[src/pkg/e1toi_pkg.sv]
package e1toi_pkg;

    // ============================================================
    // host register map
    localparam int unsigned E1TOI_ADDR_W     = 8;
    localparam int unsigned E1TOI_DATA_W     = 8;
    localparam logic [7:0]  E1TOI_OFS_SI_AF  = 8'hd2;
    localparam logic [7:0]  E1TOI_OFS_SI_NAF = 8'hd3;
    localparam logic [7:0]  E1TOI_OFS_RA     = 8'hd4;
    localparam logic [7:0]  E1TOI_OFS_SA4    = 8'hd5;
    localparam logic [7:0]  E1TOI_OFS_SA5    = 8'hd6;
    localparam logic [7:0]  E1TOI_OFS_SA6    = 8'hd7;
    localparam logic [7:0]  E1TOI_OFS_SA7    = 8'hd8;
    localparam logic [7:0]  E1TOI_OFS_SA8    = 8'hd9;
    localparam logic [7:0]  E1TOI_OFS_CTRL   = 8'hda;
    localparam logic [7:0]  E1TOI_RST_VAL    = 8'h00;
    localparam logic [7:0]  E1TOI_RST_CTRL   = 8'h00;
    localparam logic [7:0]  E1TOI_UNMAPPED   = 8'h00;

    // ============================================================
    // control bit positions
    localparam int unsigned E1TOI_CTL_SA8    = 0;
    localparam int unsigned E1TOI_CTL_SA7    = 1;
    localparam int unsigned E1TOI_CTL_SA6    = 2;
    localparam int unsigned E1TOI_CTL_SA5    = 3;
    localparam int unsigned E1TOI_CTL_SA4    = 4;
    localparam int unsigned E1TOI_CTL_RA     = 5;
    localparam int unsigned E1TOI_CTL_SI_NAF = 6;
    localparam int unsigned E1TOI_CTL_SI_AF  = 7;

    // ============================================================
    // per-source tables, indexed by control bit position
    localparam int unsigned E1TOI_NSRC = 8;
    localparam int unsigned E1TOI_FRAMES = 16;

    // value register offset of each source
    localparam logic [7:0] E1TOI_SRC_OFS [E1TOI_NSRC] = '{
        E1TOI_OFS_SA8, E1TOI_OFS_SA7, E1TOI_OFS_SA6, E1TOI_OFS_SA5,
        E1TOI_OFS_SA4, E1TOI_OFS_RA, E1TOI_OFS_SI_NAF, E1TOI_OFS_SI_AF};

    // slot-0 byte lane each source overwrites; lane 7 is line bit 1 (sent first)
    localparam logic [2:0] E1TOI_SRC_LANE [E1TOI_NSRC] = '{
        3'h0, 3'h1, 3'h2, 3'h3, 3'h4, 3'h5, 3'h7, 3'h7};

    // frame parity a source serves: 1 = odd (nonalign), 0 = even (align)
    localparam logic E1TOI_SRC_ODD [E1TOI_NSRC] = '{
        1'b1, 1'b1, 1'b1, 1'b1, 1'b1, 1'b1, 1'b1, 1'b0};

endpackage : e1toi_pkg

[src/rtl/e1toi_insert.sv]
// ============================================================
// transmit E1 slot-0 overhead insertion with host registers
//
// Summary of operation
// - remote alarm values register, bit 7 frame 1 down to bit 0 frame 15.
// - additional bit 4 values register, bit 7 frame 1 to bit 0 frame 15.
// - additional bit 5 values register, bit 7 frame 1 to bit 0 frame 15.
// - additional bit 6 values register, bit 7 frame 1 to bit 0 frame 15.
// - additional bit 7 values register, bit 7 frame 1 to bit 0 frame 15.
// - additional bit 8 values register, bit 7 frame 1 to bit 0 frame 15.
// - control bit 0 set inserts additional bit 8 values, clear does not.
// - control bit 1 set inserts additional bit 7 values, clear does not.
// - control bit 2 set inserts additional bit 6 values, clear does not.
// - control bit 3 set inserts additional bit 5 values, clear does not.
// - control bit 4 set inserts additional bit 4 values, clear does not.
// - control bit 5 set inserts remote alarm values, clear does not.
// - control bit 6 set inserts nonalign international bits, clear does not.
// - control bit 7 set inserts align international bits, clear does not.
// - align international values, bit 7 frame 0 down to bit 0 frame 14.
// - nonalign international values, bit 7 frame 1 to bit 0 frame 15.
// - remote alarm values register sits at address d4h.
module e1toi_insert
    import e1toi_pkg::*;
#(
    parameter int unsigned ADDR_W = E1TOI_ADDR_W
) (
    input  wire logic              clk_in,         // transmit framer clock
    input  wire logic              srst_in,        // synchronous reset, high
    input  wire logic [ADDR_W-1:0] cpu_addr_in,    // register address
    input  wire logic              cpu_wr_in,      // write strobe, one cycle
    input  wire logic              cpu_rd_in,      // read strobe, one cycle
    input  wire logic [7:0]        cpu_wdata_in,   // write data
    output logic [7:0]             cpu_rdata_out,  // read data
    output logic                   cpu_rvalid_out, // read data valid pulse
    input  wire logic              ts0_valid_in,   // slot-0 byte present
    input  wire logic [3:0]        ts0_frame_in,   // frame number in multiframe
    input  wire logic [7:0]        ts0_data_in,    // upstream slot-0 byte
    output logic                   ts0_valid_out,  // slot-0 byte present
    output logic [3:0]             ts0_frame_out,  // frame number, delayed
    output logic [7:0]             ts0_data_out,   // slot-0 byte after insertion
    output logic [7:0]             ts0_mask_out    // lanes replaced in this byte
);

    // ============================================================
    // elaboration checks
    if (ADDR_W < E1TOI_ADDR_W) begin : g_bad_addr
        $error("e1toi_insert: address width below 8 bits");
    end

    // ============================================================
    // register file state
    logic [7:0] val_q [E1TOI_NSRC];
    logic [7:0] val_d [E1TOI_NSRC];
    logic [7:0] ctrl_q;
    logic [7:0] ctrl_d;
    logic [7:0] rdata_q;
    logic [7:0] rdata_d;
    logic       rvalid_q;
    logic       rvalid_d;

    // address decode, one hot per source register
    logic [E1TOI_NSRC-1:0] sel_val;
    logic                  sel_ctrl;

    for (genvar s = 0; s < E1TOI_NSRC; s++) begin : g_dec
        // remote alarm slot decodes at d4h
        assign sel_val[s] = (cpu_addr_in == ADDR_W'(E1TOI_SRC_OFS[s]));
    end
    assign sel_ctrl = (cpu_addr_in == ADDR_W'(E1TOI_OFS_CTRL));

    // ============================================================
    // register writes and reads
    always_comb begin
        for (int s = 0; s < E1TOI_NSRC; s++) begin
            val_d[s] = val_q[s];
            if (cpu_wr_in && sel_val[s]) begin
                // bit 7 is the first frame of the set, bit 0 the last
                val_d[s] = cpu_wdata_in;
            end
        end
        ctrl_d = ctrl_q;
        if (cpu_wr_in && sel_ctrl) begin
            ctrl_d = cpu_wdata_in;
        end
        // a write and a read to the same address in one cycle read old data
        rdata_d  = rdata_q;
        rvalid_d = 1'b0;
        if (cpu_rd_in) begin
            rvalid_d = 1'b1;
            rdata_d  = E1TOI_UNMAPPED;
            if (sel_ctrl) begin
                rdata_d = ctrl_q;
            end
            for (int s = 0; s < E1TOI_NSRC; s++) begin
                if (sel_val[s]) begin
                    rdata_d = val_q[s];
                end
            end
        end
    end

    always_ff @(posedge clk_in) begin
        if (srst_in) begin
            for (int s = 0; s < E1TOI_NSRC; s++) begin
                val_q[s] <= E1TOI_RST_VAL;
            end
            ctrl_q   <= E1TOI_RST_CTRL;
            rdata_q  <= E1TOI_UNMAPPED;
            rvalid_q <= 1'b0;
        end else begin
            for (int s = 0; s < E1TOI_NSRC; s++) begin
                val_q[s] <= val_d[s];
            end
            ctrl_q   <= ctrl_d;
            rdata_q  <= rdata_d;
            rvalid_q <= rvalid_d;
        end
    end

    assign cpu_rdata_out  = rdata_q;
    assign cpu_rvalid_out = rvalid_q;

    // ============================================================
    // per-source bit selection for the current frame
    logic [E1TOI_NSRC-1:0] src_hit;
    logic [E1TOI_NSRC-1:0] src_bit;
    logic [E1TOI_NSRC-1:0] src_on;

    for (genvar s = 0; s < E1TOI_NSRC; s++) begin : g_src
        e1toi_bit_pick #(
            .ODD_FRAMES (E1TOI_SRC_ODD[s])
        ) u_pick (
            .values_in  (val_q[s]),
            .frame_in   (ts0_frame_in),
            .hit_out    (src_hit[s]),
            .bit_out    (src_bit[s])
        );
        // source drives its lane only when its control bit is set
        assign src_on[s] = ctrl_q[s] && src_hit[s];
    end

    // ============================================================
    // slot-0 byte merge
    logic [7:0] merge_data;
    logic [7:0] merge_mask;

    always_comb begin
        merge_data = ts0_data_in;
        merge_mask = 8'h00;
        for (int s = 0; s < E1TOI_NSRC; s++) begin
            if (src_on[s]) begin
                // sources sharing lane 7 never meet: one odd, one even
                merge_data[E1TOI_SRC_LANE[s]] = src_bit[s];
                merge_mask[E1TOI_SRC_LANE[s]] = 1'b1;
            end
        end
        // lanes left clear keep the upstream framer or backplane value
        merge_data = (merge_data & merge_mask) | (ts0_data_in & ~merge_mask);
    end

    // ============================================================
    // output pipeline, one cycle of latency
    logic       ovalid_q;
    logic       ovalid_d;
    logic [3:0] oframe_q;
    logic [3:0] oframe_d;
    logic [7:0] odata_q;
    logic [7:0] odata_d;
    logic [7:0] omask_q;
    logic [7:0] omask_d;

    always_comb begin
        ovalid_d = ts0_valid_in;
        oframe_d = oframe_q;
        odata_d  = odata_q;
        omask_d  = omask_q;
        // hold the last byte between slots so the line side sees no glitch
        if (ts0_valid_in) begin
            oframe_d = ts0_frame_in;
            odata_d  = merge_data;
            omask_d  = merge_mask;
        end
    end

    always_ff @(posedge clk_in) begin
        if (srst_in) begin
            ovalid_q <= 1'b0;
            oframe_q <= 4'h0;
            odata_q  <= 8'h00;
            omask_q  <= 8'h00;
        end else begin
            ovalid_q <= ovalid_d;
            oframe_q <= oframe_d;
            odata_q  <= odata_d;
            omask_q  <= omask_d;
        end
    end

    assign ts0_valid_out = ovalid_q;
    assign ts0_frame_out = oframe_q;
    assign ts0_data_out  = odata_q;
    assign ts0_mask_out  = omask_q;

endmodule : e1toi_insert

[src/rtl/e1toi_bit_pick.sv]
// ============================================================
// selects the stored bit for one frame of the multiframe
module e1toi_bit_pick
    import e1toi_pkg::*;
#(
    parameter logic ODD_FRAMES = 1'b1
) (
    input  wire logic [7:0] values_in,  // stored per-frame values
    input  wire logic [3:0] frame_in,   // frame number 0..15
    output logic            hit_out,    // frame is served by this register
    output logic            bit_out     // value for this frame
);

    logic [2:0] pair_idx;

    always_comb begin
        pair_idx = frame_in[3:1];
        hit_out  = (frame_in[0] == ODD_FRAMES);
        // msb holds the lowest frame, descending order
        bit_out  = values_in[3'h7 - pair_idx];
    end

endmodule : e1toi_bit_pick

[config.mk]
export PLATFORM = sky130hd
export DESIGN_NAME = e1toi_insert
export DESIGN_NICKNAME = d
export VERILOG_FILES = /design/src/pkg/e1toi_pkg.sv /design/src/rtl/e1toi_insert.sv /design/src/rtl/e1toi_bit_pick.sv
export SDC_FILE = /design/constraint.sdc
export NUM_CORES = 1
export LEC_CHECK = 0
export ABC_AREA = 1
export BUFFER_PORTS_ARGS = -buffer_cell sky130_fd_sc_hd__buf_2
export CAP_MARGIN = 20
export CORE_MARGIN = 8
export CORE_UTILIZATION = 45
export CTS_CLUSTER_DIAMETER = 30
export DETAILED_ROUTE_END_ITERATION = 10
export GPL_TIMING_DRIVEN = 0
export SKIP_CTS_REPAIR_TIMING = 1
export SLEW_MARGIN = 20
export SYNTH_ARGS = -nofsm -noshare
export SYNTH_HDL_FRONTEND = slang
export SYNTH_SLANG_ARGS = --single-unit
[constraint.sdc]
create_clock -name clk_in -period 3.4 [get_ports clk_in]
set_input_delay 0.68 -clock clk_in [delete_from_list [all_inputs] [get_ports clk_in]]
set_output_delay 0.68 -clock clk_in [all_outputs]
set_load 0.005 [all_outputs]
; ---- After elaboration in Yosys (flattened, before gate mapping)
; Memories as Yosys holds them, arrays and structs flattened.
; Index checks and enable logic that the tools add are counted.
[classes]
n_addsub = 1
n_lt_le_gt_ge = 1
n_eq_ne = 9
mux = 61
bitwise = 13
reduce_logical = 17
[ops]
columns = cell, count
row1 = $mux W8, 25
row2 = $eq A8 B8 Y1 const B, 9
row3 = $mux W1, 28
row4 = $bmux W1 S3, 8
row5 = $logic_and A1 B1 Y1, 17
row6 = $and A8 B8 Y8, 2
row7 = $not A8 Y8, 1
row8 = $or A1 B1 Y1, 8
row9 = $or A8 B8 Y8, 1
row10 = $lt A3 B4 Y1 const B, 1
row11 = $sub A3 B3 Y3 const A, 1
row12 = $not A1 Y1, 1
[word_totals]
register_bits = 37
ram_bits = 64
in_bits = 33
out_inout_bits = 30
elab_cells = 110
n_memories = 1
[memory_table]
columns = memory, depth, word_bits, read_ports, rd_ports_with_merged_regs, wr, line_no
row1 = val_q, 8, 8, 8, 0, 8, e1toi_insert.sv:52  ; logic [7:0] val_q [E1TOI_NSRC];

; ---- Logic depth before layout (Yosys ltp)
[depth]
ltp_word = 10
depth_mapped = 12
mapped_depth_nobuf = 11

; ---- Modules after synthesis
; From an unflattened synthesis, not the netlist that was laid out.
[unflattened]
cells_unflattened = 856
area_unflattened_um2 = 5403.9
[by_module_without_submodules]
columns = mod, instances, cells_per_inst, area_per_inst_um2, seq_area_each_um2
row1 = e1toi_insert, 1, 624, 4466.8, 2021.9
row2 = e1toi_bit_pick at g_src[0].u_pick ..., 7, 29, 117.6, 0.0
row3 = e1toi_bit_pick at g_src[7].u_pick, 1, 29, 113.9, 0.0

; ---- Worst setup path before layout
; Ideal clock, no wire load.
[synth_timing]
kind = input-to-reg
start = input cpu_addr_in[5]
end = memory val_q[7][4] (netlist: val_q[1][28])
setup_ps = 119
t_arrival_ps = 1600
required_ps = 3281
slack_ps = 1681
path_stages = 9
path_buffers = 1
path_cell_list = inv_1 -> nand2_2 -> nor2_4 -> nand3_2 -> nor2_4 -> nand2_1 -> buf_2 -> o21ai_0 -> a21oi_1
[synth_rtl]
columns = element, line_no
row1 = "start, declared", e1toi_insert.sv:29  ; input wire logic [ADDR_W-1:0] cpu_addr_in,
row2 = "end, declared", e1toi_insert.sv:52

; ---- Worst setup path after layout
[layout_timing]
start = input ts0_frame_in[3]
end = register odata_q[5] (netlist: ts0_data_out[5])
[layout_via]
elab_chain_len = 6
[layout_rtl]
columns = element, line_no
row1 = "start, declared", e1toi_insert.sv:36  ; input wire logic [3:0] ts0_frame_in,
row2 = $sub A3 B3 Y3, e1toi_bit_pick.sv:20  ; bit_out = values_in[3'h7 - pair_idx];
row3 = $bmux W1 S3, e1toi_bit_pick.sv:20
row4 = $mux W1 (not written as such), e1toi_bit_pick.sv:20
row5 = $mux W1, e1toi_insert.sv:151  ; if (src_on[s]) begin
row6 = $and A8 B8 Y8, e1toi_insert.sv:158  ; merge_data = (merge_data & merge_mask) | (ts0_data_in & ~merge_mask);
row7 = $or A8 B8 Y8, e1toi_insert.sv:158
row8 = "end signal, assigned", e1toi_insert.sv:194  ; odata_q <= odata_d;
row9 = "end, declared", e1toi_insert.sv:167  ; logic [7:0] odata_q;
; Every way passes these cells. The select of a mux whose other input is x is not followed.
; A chain may end at the register's enable or synchronous reset.

==> key figures <==
Power
  – Seq pwr share: 0.559
  – Sw frac: 0.289
  – Clock power frac: 0.336
  – Power per cell area: 387 nW/um^2
  – Comb pwr share: 0.105
  – VDD IR max: 0.192 mV
  – P_leak: 2.03 nW
  – Sw power: 0.000622 W
  – Internal cell power: 0.00153 W
  – Tot Pwr: 0.00215 W

Job
  – Max_cap viols: 0

Worst setup path
  – Worst reg2reg path startpoint: val_q[0][17]
  – Critical path class: primary input to flop
  – CP endpoint kind: flop
  – Reg2reg end: ts0_data_out[2]
  – CP startpoint kind: primary input
  – Setup slack, reg-to-reg: 2.12 ns
  – CP arrival: 2.15 ns
  – Critical Path Sink: ts0_data_out[5]
  – WP data required: 3.67 ns
  – CP Max Fanout: 10
  – CP Launch Point: ts0_frame_in[3]
  – Reg2Reg Depth: 4

Detailed routing
  – DR iter-0 viols: 524
  – Drt drc: 0
  – Routed wire length: 17,500 um
  – Avg WL per Cell: 19.1 um
  – Post-route ant nets: 0
  – DRT Pass-1 Iters: 5
  – Vias/cell: 5.70
  – Via count: 5,234

Synthesis
  – Sequential share of the synthesized area: 0.410
  – Synth Instances: 709
  – Flops & latches, synth: 101
  – Netlist cell types: 25
  – Net Count, Synth: 742
  – Synth Warn #: 0
  – Mean Syn Cell Area: 6.96 um^2
  – Mapped Area: 4930 um^2

Placed design
  – Port bufs: 54
  – Pre-CTS setup slack: 1.16 ns
  – RePlAce Congestion: 0.920
  – Final HPWL DP: 13,000 um
  – Placed cell count: 903

Cells and area
  – Most common cell after layout, fill and taps aside: a21oi_1
  – Share of layout cells above drive strength 1: 0.144
  – Fin cells: 919
  – Fillers: 1,097
  – Layout area overhead: 12.6%
  – Fin util: 0.517
  – Diodes inserted: 0
  – Most frequent cells in the layout: a21oi_1 (116), o21ai_0 (101), dfxtp_1 (101), nand2_1 (95), inv_1 (72)
  – Fin nets: 807

Clock tree
  – Clock buffer count from CTS: 9
  – Clk Latency, worst-skew pair: 0.38 ns
  – Root buf cell: clkbuf_8
  – Clock Pin Slew Worst Setup and Hold Paths: 0.10 ns
  – Clock H-tree levels: 3
  – CTS tree: done
  – TritonCTS sink count: 101
  – Maximum clock path buffer count: 2

GRT
  – Largest net degree at the start of global routing: 18
  – Antenna violations before repair: 0
  – Vias in the first global route: 4,779
  – First-pass GRT wire length: 27,000 um
  – Tot GR Track Use: 0.242
  – Total grt overflow: 0

Timing
  – Highest clock rate: 531 MHz
  – RSZ-0062 raised after global routing: no
  – Worst Skew: 0.00543 ns
  – Final worst path period share: 0.553
  – Final hold vios: 0
  – Slew @ Worst Pin: 0.838 ns
  – Max_slew headroom: 0.441
  – Minimum clock period: 1.88 ns
  – PnR worst setup slack: 1.52 ns
  – # setup viols final: 0
  – Final Max Tran Viols: 0
  – Final TNS setup: 0 ns

Die
  – IO Pins: 63
  – Die height: 121 um
  – Initial Util: 0.459
  – FP Rows: 38
  – Die width: 121 um
  – Die area: 14,600 um^2
  – CORE AREA: 10,700 um^2

Min path
  – Worst Hold Class: flop to flop

Status
  – Status: finished clean
worst min-delay path by stage:
stage | cells after the start | slack [ns] | endpoint | start
finish | 2 | 0.47 | cpu_rdata_out[3] | cpu_rdata_out[3]
global route | 2 | 0.49 | cpu_rdata_out[2] | cpu_rdata_out[2]
CTS | 2 | 0.47 | cpu_rdata_out[3] | cpu_rdata_out[3]
detailed placement | 2 | 0.46 | cpu_rdata_out[3] | cpu_rdata_out[3]
global placement | 2 | 0.45 | cpu_rdata_out[0] | cpu_rdata_out[0]
floorplan | 2 | 0.43 | val_q[0][15] | val_q[0][15]
sequential cells by signal, indices dropped and copies added, names as in the netlist:
signal          cells
val_q              64
cpu_rdata_out       8
ctrl_q              8
ts0_data_out        8
ts0_mask_out        7
ts0_frame_out       4
cpu_rvalid_out      1
ts0_valid_out       1
power by group through the flow:
stage                     Sequential (W)  Clock [W]  Combinational, W
final                            0.00120   0.000722          0.000227
after detailed placement         0.00123          0          0.000221
after global placement           0.00123          0          0.000220
after global routing             0.00120   0.000786          0.000246
after floorplan                  0.00123          0          0.000120
after CTS                        0.00120   0.000734          0.000222
per-layer routing:
metal,GRT usage,share of wire
met2,0.374,0.44
met3,0.0462,0.095
met5,0,0
met1,0.333,0.45
met4,0.0710,0.018
cell type report:
class                      instances  area (um^2)  share of cell area
buffer                            48          245              0.0442
clock buffer                       9          124              0.0223
clock inverter                     7         51.3             0.00924
inverter                          76          285              0.0514
multi-input combinational        484         2380               0.429
sequential                       101         2020               0.364
tap                              140          175              0.0315
timing repair buffer              54          270              0.0487
cell usage after synthesis:
cell	n	area, um^2
buf_6	4	45.0
o211ai_1	11	82.6
inv_2	3	11.3
nand2_1	95	357
o21ai_1	4	20.0
clkbuf_1	22	82.6
buf_4	4	30.0
buf_1	2	7.51
nand3_2	4	40.0
nor2_2	1	6.26
dfxtp_1	101	2020
nand2_2	3	18.8
nand3_1	64	320
buf_2	16	80.1
nor2_1	53	199
o21ai_0	101	505
o22ai_1	2	12.5
inv_1	72	270
a21oi_1	116	581
o221ai_1	1	8.76
clkinv_1	1	3.75
o2111ai_1	6	52.6
nand4_1	15	93.8
nor2_4	7	78.8
conb_1	1	3.75
critical path, stage by stage:
cell and delay (ns):
buf_2 0.12, inv_1 0.25, clkbuf_1 0.51, o221ai_1 0.35
o2111ai_1 0.16, a21oi_1 0.08
through the flow:
stage                     cell area, um^2  hold WS (ns)
final                                5550         0.472
after global routing                 5550         0.490
after CTS                            5550         0.471
after detailed placement             5380         0.456
after global placement               5380         0.452
after floorplan                      4930         0.433
kinds of logic (layout without fill, tap and decap cells):
group / after synthesis / after routing / share of synthesized area
AND/OR/NAND/NOR: 242 / 242 / 0.226
AO/OA/AOI/OAI: 241 / 241 / 0.256
buffers and inverters: 124 / 194 / 0.108
flip-flops: 101 / 101 / 0.410
other: 1 / 1 / 0.000760
No activity file was read; power rests on OpenSTA's default activity.
